**src/pkg/emw_regs.vh**
```
// Operation
// [RL1] Four separate copies per security space; the code keeps one copy of each register per space, four sets in all.
// [RL2] Each copy reachable only via own frame.
// [RL3] Attribute register decoded at offset 0xec.
// [RL4] Payload register decoded at offset 0xe8.
// [RL5] Root and Realm writable only with realm extension.
// [RL6] Without capability flag, locations read zero.
// [RL7] Full 32-bit payload word sent in write.
// [RL8] Payload taken from erroring space's copy.
// [RL9] Monitor group in [23:16]; [31:24] read zero.
// [RL10] Partition label held in bits [15:0].
// [RL11] Partition label interpreted in its own space.
// [RL12] Labels not reset; software programs first.
// [RL13] Labels come only from own space's copy.
// [RL14] Enable bit 0 gates writes, suppresses wire.
// [RL15] Address bits [31:2] kept, [1:0] read zero.
// [RL16] Reserved device types map to strictest; shareability ignored.
// [RL17] One write per enabled error, all attributes; the code drops an error while a write waits for WR_READY.
`ifndef EMW_REGS_VH
`define EMW_REGS_VH
`define EMW_OFS_ADDR_LOW 12'h0e0
`define EMW_OFS_LABELS 12'h0dc
`define EMW_OFS_PAYLOAD 12'h0e8
`define EMW_OFS_ATTR 12'h0ec
`define EMW_ATTR_EN_BIT 0
`define EMW_ATTR_EN_RESET 1'b0
`define EMW_LABEL_PART_HI 15
`define EMW_LABEL_PART_LO 0
`define EMW_LABEL_GROUP_HI 23
`define EMW_LABEL_GROUP_LO 16
`define EMW_ATTR_MEMTYPE_HI 27
`define EMW_ATTR_MEMTYPE_LO 24
`define EMW_ATTR_SH_HI 29
`define EMW_ATTR_SH_LO 28
`define EMW_ATTR_MASK 32'h3f000001
`define EMW_LABELS_MASK 32'h00ffffff
`define EMW_ADDR_MASK 32'hfffffffc
`define EMW_SH_OUTER 2'h2
`define EMW_SPACE_SECURE 2'h0
`define EMW_SPACE_NONSECURE 2'h1
`define EMW_SPACE_ROOT 2'h2
`define EMW_SPACE_REALM 2'h3
`endif

```
**src/core/emw_error_msg_regs.v**
```verilog
`timescale 1ns/100ps
`include "emw_regs.vh"
module emw_error_msg_regs #(
	parameter MSG_SUPPORTED = 1'b1,
	parameter REALM_FEATURE = 1'b1
) (
	input wire CORE_CLK,
	input wire RST,
	input wire CLK_EN,
	input wire REG_SEL,
	input wire REG_WR,
	input wire [1:0] REG_SPACE,
	input wire [11:0] REG_ADDR,
	input wire [31:0] REG_WDATA,
	output reg [31:0] REG_RDATA,
	input wire ERR_EVENT,
	input wire [1:0] ERR_SPACE,
	output reg WR_VALID,
	input wire WR_READY,
	output reg [1:0] WR_SPACE,
	output reg [31:0] WR_ADDR,
	output reg [31:0] WR_DATA,
	output reg [3:0] WR_MEMTYPE,
	output reg [1:0] WR_SHARE,
	output reg [15:0] WR_PARTITION,
	output reg [7:0] WR_MONGROUP,
	output reg WIRED_IRQ
);
	// Number of security spaces; each owns a private copy of every register.
	localparam SPACES = 4;

	// Request terms after the clock enable; a low enable freezes every register.
	wire access_go;
	wire write_go;
	wire error_go;

	// Space code widened so that it compares cleanly with the loop index.
	wire [31:0] reg_space_wide;

	// High when the frame of the current access may see the registers at all.
	reg space_ok;

	// Read data for the next registered answer.
	reg [31:0] next_rdata;

	// All copies of each register, one 32-bit slice per space.
	wire [32*SPACES-1:0] addr_low_all;
	wire [32*SPACES-1:0] payload_all;
	wire [32*SPACES-1:0] attr_all;
	wire [32*SPACES-1:0] labels_all;

	// Copies that belong to the space whose error is being reported.
	reg [31:0] err_addr;
	reg [31:0] err_payload;
	reg [31:0] err_attr;
	reg [31:0] err_labels;

	// Memory type after the reserved encodings fold onto the strictest type.
	reg [3:0] mt;

	// Shareability carried by the write.
	reg [1:0] share;

	// High when the erroring space has message writes switched on.
	wire msg_on;

	// High when the write channel can take a new message in this cycle.
	wire slot_free;

	genvar g;

	// Accesses and errors are only taken on cycles with the clock enable high.
	assign access_go = CLK_EN && REG_SEL;
	assign write_go = access_go && REG_WR && space_ok;
	assign error_go = CLK_EN && ERR_EVENT;
	assign reg_space_wide = {30'h0, REG_SPACE};

	// Root and Realm frames only exist with the realm extension, and no frame
	// sees anything without the capability flag; refused frames read zero.
	always @* begin
		space_ok = 1'b0;
		if (MSG_SUPPORTED != 0) begin // RL6
			if (REG_SPACE == `EMW_SPACE_SECURE || REG_SPACE == `EMW_SPACE_NONSECURE) begin
				space_ok = 1'b1; // RL5
			end else begin
				space_ok = (REALM_FEATURE != 0); // RL5
			end
		end
	end

	// One set of copies per space; nothing is shared between the sets.
	generate
		for (g = 0; g < SPACES; g = g + 1) begin : space_copy
			// Stored values of this space's copies.
			reg [31:0] addr_low;
			reg [31:0] payload;
			reg [31:0] attr;
			reg [31:0] labels;

			// High when the current write arrived on this space's own frame.
			wire own_write;

			assign own_write = write_go && (reg_space_wide == g); // RL1 RL2

			// Only the enable bit has a reset value, so a reset never leaves a
			// half-programmed space sending writes; the rest waits for software.
			always @(posedge CORE_CLK) begin
				if (RST) begin
					attr[`EMW_ATTR_EN_BIT] <= `EMW_ATTR_EN_RESET; // RL14
				end else if (own_write) begin
					case (REG_ADDR)
						`EMW_OFS_ADDR_LOW: begin
							addr_low <= REG_WDATA & `EMW_ADDR_MASK; // RL15
						end
						`EMW_OFS_PAYLOAD: begin
							payload <= REG_WDATA; // RL4 RL7
						end
						`EMW_OFS_ATTR: begin
							attr <= REG_WDATA & `EMW_ATTR_MASK; // RL3
						end
						`EMW_OFS_LABELS: begin
							labels <= REG_WDATA & `EMW_LABELS_MASK; // RL9 RL12
						end
						default: begin
						end
					endcase
				end
			end

			// Reserved bits are masked again on the way out, because storage that was
			// never written still holds unknown bits there.
			assign addr_low_all[32*g +: 32] = addr_low & `EMW_ADDR_MASK; // RL15
			assign payload_all[32*g +: 32] = payload;
			assign attr_all[32*g +: 32] = attr & `EMW_ATTR_MASK;
			assign labels_all[32*g +: 32] = labels & `EMW_LABELS_MASK; // RL9
		end
	endgenerate

	// The frame a request arrives on selects the copy, so no space reaches another's.
	always @* begin
		next_rdata = 32'h00000000;
		if (space_ok) begin
			case (REG_ADDR)
				`EMW_OFS_ADDR_LOW: begin
					next_rdata = addr_low_all[{REG_SPACE, 5'h00} +: 32]; // RL2 RL15
				end
				`EMW_OFS_PAYLOAD: begin
					next_rdata = payload_all[{REG_SPACE, 5'h00} +: 32]; // RL2 RL4 RL7
				end
				`EMW_OFS_ATTR: begin
					next_rdata = attr_all[{REG_SPACE, 5'h00} +: 32]; // RL2 RL3
				end
				`EMW_OFS_LABELS: begin
					next_rdata = labels_all[{REG_SPACE, 5'h00} +: 32]; // RL9 RL10
				end
				default: begin
					next_rdata = 32'h00000000;
				end
			endcase
		end
	end

	// Registered read answer; it stands until the next access is taken.
	always @(posedge CORE_CLK) begin
		if (RST) begin
			REG_RDATA <= 32'h00000000;
		end else if (access_go) begin
			REG_RDATA <= next_rdata;
		end
	end

	// Copies that the erroring space's write is built from.
	always @* begin
		err_addr = addr_low_all[{ERR_SPACE, 5'h00} +: 32]; // RL15
		err_payload = payload_all[{ERR_SPACE, 5'h00} +: 32]; // RL8
		err_attr = attr_all[{ERR_SPACE, 5'h00} +: 32]; // RL14
		err_labels = labels_all[{ERR_SPACE, 5'h00} +: 32]; // RL13
	end

	// Without the capability flag no message is ever sent, whatever was stored.
	assign msg_on = (MSG_SUPPORTED != 0) && err_attr[`EMW_ATTR_EN_BIT]; // RL6 RL14
	assign slot_free = !WR_VALID || WR_READY;

	// Reserved device encodings become the strictest type, and every device type
	// is sent as outer shareable whatever the shareability field holds.
	always @* begin
		mt = err_attr[`EMW_ATTR_MEMTYPE_HI:`EMW_ATTR_MEMTYPE_LO];
		if (mt[1:0] == 2'h0) begin
			mt = 4'h0; // RL16
		end
		share = err_attr[`EMW_ATTR_SH_HI:`EMW_ATTR_SH_LO];
		if (mt[3:2] == 2'h0) begin
			share = `EMW_SH_OUTER; // RL16
		end
	end

	// The wired interrupt pulses only for errors whose space has messages off.
	always @(posedge CORE_CLK) begin
		if (RST) begin
			WIRED_IRQ <= 1'b0;
		end else if (CLK_EN) begin
			WIRED_IRQ <= error_go && !msg_on; // RL14
		end
	end

	// One write per enabled error; a new error is dropped while a write is pending,
	// which keeps the fields steady under a stalled receiver at the cost of a message.
	always @(posedge CORE_CLK) begin
		if (RST) begin
			WR_VALID <= 1'b0;
			WR_SPACE <= 2'h0;
			WR_ADDR <= 32'h00000000;
			WR_DATA <= 32'h00000000;
			WR_MEMTYPE <= 4'h0;
			WR_SHARE <= 2'h0;
			WR_PARTITION <= 16'h0000;
			WR_MONGROUP <= 8'h00;
		end else if (CLK_EN) begin
			if (WR_VALID && WR_READY) begin
				WR_VALID <= 1'b0;
			end
			if (error_go && msg_on && slot_free) begin
				WR_VALID <= 1'b1; // RL14 RL17
				WR_SPACE <= ERR_SPACE; // RL11
				WR_ADDR <= err_addr; // RL15 RL17
				WR_DATA <= err_payload; // RL7 RL8
				WR_MEMTYPE <= mt; // RL16
				WR_SHARE <= share; // RL16
				WR_PARTITION <= err_labels[`EMW_LABEL_PART_HI:`EMW_LABEL_PART_LO]; // RL10 RL13
				WR_MONGROUP <= err_labels[`EMW_LABEL_GROUP_HI:`EMW_LABEL_GROUP_LO]; // RL9 RL13
			end
		end
	end
endmodule // emw_error_msg_regs

```
**config.mk**
```make
export PLATFORM = sky130hd
export DESIGN_NAME = emw_error_msg_regs
export DESIGN_NICKNAME = d
export VERILOG_FILES = /design/src/core/emw_error_msg_regs.v
export VERILOG_INCLUDE_DIRS = /design/src /design/src/pkg
export SDC_FILE = /design/constraint.sdc
export NUM_CORES = 1
export LEC_CHECK = 0
export ABC_AREA = 0
export BUFFER_PORTS_ARGS = -buffer_cell sky130_fd_sc_hd__clkbuf_2
export CAP_MARGIN = 30
export CORE_ASPECT_RATIO = 0.7
export CORE_MARGIN = 3
export CORE_UTILIZATION = 60
export CTS_BUF_LIST = sky130_fd_sc_hd__clkbuf_16
export DETAILED_ROUTE_END_ITERATION = 8
export GPL_TIMING_DRIVEN = 1
export HOLD_SLACK_MARGIN = 0.12
export PLACE_DENSITY = 0.77
export SETUP_SLACK_MARGIN = 0.3
export SLEW_MARGIN = 15
export SYNTH_ARGS = -nofsm -noshare
export SYNTH_HDL_FRONTEND = slang
export SYNTH_SLANG_ARGS = --single-unit
```
**constraint.sdc**
```tcl
create_clock -name CORE_CLK -period 7.1 [get_ports CORE_CLK]
set_input_delay 0.355 -clock CORE_CLK [delete_from_list [all_inputs] [get_ports CORE_CLK]]
set_output_delay 0.355 -clock CORE_CLK [all_outputs]
set_load 0.05 [all_outputs]
```
== After elaboration in Yosys (flattened, before gate mapping) ==
Cells that the tools add are included.

* Flip-flop bits (word level): 502
* Input port bits: 55
* Output and inout bits: 130
* Word-level logic and storage cells: 91

* Equal/unequal tests: 7
* Shift operators: 8
* Multiplexer cells: 5
* Bitwise logic cells: 1
* Reductions and logical operators: 40

{| class="wikitable"
|+ Operators by type and width
! operator !! count
|-
| indexed part select 128 x 8 -> 32 bit || 6
|-
| one-hot mux 32 bit (4 select lines) || 1
|-
| indexed part select 128 x 8 -> 24 bit || 1
|-
| indexed part select 128 x 8 -> 30 bit || 1
|-
| equality test 12 x 8 -> 1 bit, second input constant || 4
|-
| AND reduction 3 bit || 16
|-
| zero test 32 bit || 1
|-
| AND reduction 2 bit || 6
|-
| logical AND 1 bit || 11
|-
| equality test 2 bit, second input constant || 2
|-
| zero test 2 bit || 2
|-
| 2-to-1 mux 4 bit || 1
|-
| equality test 2 x 1 -> 1 bit, second input constant || 1
|-
| zero test 1 bit || 2
|-
| 2-to-1 mux 1 bit || 2
|-
| 2-to-1 mux 2 bit || 1
|-
| nonzero test 2 bit || 1
|-
| logical OR 1 bit || 1
|-
| inverter 1 bit || 1
|}

== Depth between registers and ports, before layout ==
* Word-level depth: 5
* Gate-level depth with buffers: 9
* Gate-level depth less buffers: 6

== Least setup slack after synthesis ==
Ideal clock, no wire load.

* Path type: input port to flip-flop
* Start point: input REG_SPACE[1]
* End point: register space_copy[3].addr_low[10], enable pin
* Setup time: 493 ps
* Arrival: 4433 ps
* Data required time: 6607 ps
* Path slack: 2174 ps
* Stages on the path: 5
* Buffers on the path: 3
* Cells stage by stage: clkbuf_1 -> buf_1 -> buf_2 -> nand3_1 -> nor4_1

* Cells in the longest elaborated chain, start to end: 3

{| class="wikitable"
|+ RTL lines
! element !! RTL line !! source
|-
| from (decl) || emw_error_msg_regs.v:12 || <nowiki>input wire [1:0] REG_SPACE,</nowiki>
|-
| equality test 2 bit || emw_error_msg_regs.v:103 || <nowiki>assign own_write = write_go && (reg_space_wide == g);</nowiki>
|-
| logical AND 1 bit || emw_error_msg_regs.v:103 ||
|-
| AND reduction 3 bit (no line) || n/a ||
|-
| to (signal assigned) || emw_error_msg_regs.v:113 || <nowiki>addr_low <= REG_WDATA & `EMW_ADDR_MASK;</nowiki>
|-
| to (decl) || emw_error_msg_regs.v:95 || <nowiki>reg [31:0] addr_low;</nowiki>
|}

Every way passes these cells.
A chain may end at the register's enable or synchronous reset.

== Worst setup path after layout ==
* Start point: input REG_ADDR[8]
* End point: register space_copy[2].payload[15], enable pin

* Cells in the longest elaborated chain, start to end: 2

{| class="wikitable"
|+ RTL lines
! element !! RTL line !! source
|-
| from (decl) || emw_error_msg_regs.v:13 || <nowiki>input wire [11:0] REG_ADDR,</nowiki>
|-
| equality test 12 x 8 -> 1 bit || emw_error_msg_regs.v:111 || <nowiki>case (REG_ADDR)</nowiki>
|-
| AND reduction 3 bit (no line) || n/a ||
|-
| to (signal assigned) || emw_error_msg_regs.v:116 || <nowiki>payload <= REG_WDATA;</nowiki>
|-
| to (decl) || emw_error_msg_regs.v:96 || <nowiki>reg [31:0] payload;</nowiki>
|}

Every way passes these cells.

==> impl_metrics.yaml <==
global_route:
  grt_pass1_vias: 15700
  gr-total-overflow: 0
  grt_pass1_wl_um: 94800
  grt_usage_pct: 33.0
  grt_max_degree: 99
  antenna_found_initial: 2
clock_network:
  cts_tree: "yes"
  cts_resized: 0
  cts.path.max_buffers: 3
  cts_hold_buffers: 5
  insertion_delay_ps: 560
  cts_htree_levels: 2
  postCtsSetupRepairBufs: 0
  clock-sinks: 500
  clkTransAtPathRegs_ps: 60
  root_buffer: "clkbuf_16"
  cts_buffers: 46
sta:
  rsz0062_at_grt: "no"
  worst_pin_slew_ps: 1100
  setup_violations: 0
  fmax_mhz: 319
  clock_skew_ps: 18.8
  hold_viol: 0
  maxSlewHeadroom_pct: 26.6
  finalCriticalPeriod_ps: 3130
  final.setup.tns_ps: 0
  drv_slew: 0
  period_share_pct: 44.1
  setup_slack_ps: 3970
finish:
  regArea_mm2: 0.0137
  layout-drive-gt1-share_pct: 23.3
  fill_cells: 2348
  final_cell_mix: "edfxtp_1, nand2_1, a21oi_1"
  final_common_cell: "edfxtp_1"
  post-route-cell-area_mm2: 0.0247
  fin_util_pct: 70.4
  nNetsFinal: 1839
  multi_input_area_mm2: 0.00739
  area_growth_pct: 14.5
floorplanning:
  core_area_mm2: 0.0350
  initial_utilization_pct: 61.5
  pin_count: 185
  dieArea_mm2: 0.0382
  die_w_um: 232
  die_h_um: 165
  rows: 57
detailed_routing:
  num_vias: 16200
  via_per_inst: 7.06
  drt_wl_total_um: 63600
  firstDrtPassIters: 8
  drtAntennaViolNets: 0
  wl_per_cell_um: 27.7
  route.detailed.drc: 0
  drt_iter0_drc: 2875
power_and_ir_drop:
  pwr_density_cell_mw_per_mm2: 237
  p_leak_uw: 0.00828
  ir_worst_vdd_v: 0.000197
  total_power_uw: 5840
logic_synthesis:
  synthFlopType: "edfxtp_1"
  syn_inst: 1624
  synth-async-reset-ratio_pct: 0
  synth_enable_flop_cells: 368
  seq_area_frac_synth_pct: 63.6
  syn_avg_cell_area_um2: 13.3
  yosysUniqueCellTypes: 60
  yosysTopAreaCellShare_pct: 51.3
  syn_area_mm2: 0.0215
  synth_area_leaders: "edfxtp_1, dfxtp_1, mux4_2, a21oi_1, nand2_1"
  yosys_warnings: 0
  ys_ff_latch: 500
  yosysTopAreaCell: "edfxtp_1"
worst_setup_path:
  worstPathCellList: "clkbuf_2 -> nand4bb_1 -> nor2_1 -> nand3_1 -> nor2_4 -> buf_4"
  cp_slowest_cell: "nand4bb_1"
  crit_path_end_kind: "flip-flop"
  cp.required_ps: 7320
  worstPathMaxFanout: 18
  r2r-start: "space_copy[1].attr[0]"
  r2r_end: "WR_MONGROUP[5]"
  cpPeakStageDelay_ps: 770
  setup.worst_path.start_class: "input port"
  worst-setup-path-type: "in2reg"
  crit_arrival_ps: 3350
  regToRegSetupSlack_ps: 4840
  reg2reg_depth: 7
  cp-startpoint: "REG_ADDR[8]"
  endpoint: "space_copy[2].payload[15]"
placement:
  placed_area_mm2: 0.0231
  place.port_buffers: 182
  gp_congestion: 0.965
  place_ws_ps: 3510
  hpwlAfterDp_um: 38300
min_path:
  hold_path_depth: 1
  min_path_type: "in2reg"
run_status:
  status: "finished clean"
job:
  maxCapViolCount: 0
-- power by group --
group	internal [µW]	switching [µW]
combinational	102	181
clock	1350	1080
sequential	3130	0.235
total	4580	1260
-- final cells by class --
class                           instances  area share [%]
Multi-Input combinational cell        984            30.0
Inverter                               23           0.350
Antenna cell                            2          0.0203
Sequential cell                       500            55.5
Clock buffer                           47            4.77
Tap cell                              472            2.39
Timing Repair Buffer                  229            5.84
Clock inverter                         38            1.17
-- worst min-delay path by stage --
stage / from / endpoint / slack (ps)
5_1_grt: REG_WDATA[27] / space_copy[3].attr[27] / 150
2_1_floorplan: REG_WDATA[10] / space_copy[0].addr_low[10] / 450
4_1_cts: REG_WDATA[3] / space_copy[2].addr_low[3] / 120
3_5_place_dp: REG_RDATA[11] / REG_RDATA[11] / 440
6_report: REG_WDATA[9] / space_copy[0].addr_low[9] / 140
3_3_place_gp: WR_ADDR[20] / WR_ADDR[20] / 440
-- critical path, delay by kind of cell --
| family | cells | cell delay [ps] |
|---|---|---|
| buf+inv | 2 | 530 |
| simple gates | 4 | 2440 |
-- stage by stage --
step                      std cells  hold slack, ps
after floorplan                1625             454
after global placement         2195             442
after detailed placement       2200             444
after CTS                      2290             124
after global routing           2295             155
final                          2295             138
-- flip-flops by register name, summed over array words and instances, names as in the netlist --
| name | cells |
|---|---|
| space_copy.payload | 128 |
| space_copy.addr_low | 120 |
| space_copy.labels | 96 |
| REG_RDATA | 32 |
| WR_DATA | 32 |
| WR_ADDR | 30 |
| space_copy.attr | 28 |
| WR_PARTITION | 16 |
| WR_MONGROUP | 8 |
| WR_MEMTYPE | 4 |
| WR_SHARE | 2 |
| WR_SPACE | 2 |
| WIRED_IRQ | 1 |
| WR_VALID | 1 |
-- kinds of logic after synthesis --
group | after synthesis | share of synthesized area [%]
flip-flops | 500 | 63.6
AO/OA/AOI/OAI | 479 | 14.2
AND/OR/NAND/NOR | 384 | 8.01
buffers and inverters | 141 | 2.83
multiplexers | 119 | 11.3
other | 1 | 0.0174
-- cell usage after synthesis (all sizes together) (6+ instances only) --
library cell / count
a21o: 6
inv: 23
a22o: 20
nand2: 241
a21oi: 238
o31ai: 14
mux2i: 13
buf: 46
nand2b: 17
o211ai: 8
mux2: 7
mux4: 99
nor3: 20
a221o: 17
dfxtp: 132
a211oi: 52
a31oi: 13
edfxtp: 368
a32o: 7
a221oi: 24
nand3: 12
nor2: 48
o21ai: 30
a22oi: 22
nor4: 17
clkbuf: 72
nor2b: 8
-- per-layer routing --
metal	GRT usage, %	vias to the layer above	routed length (µm)
met4	14.2	0	2750
met1	44.9	7918	23100
li1	-	6661	-
met2	51.3	1368	29100
met5	0	-	0
met3	8.47	252	8640
Power figures use the tool's default switching activity.
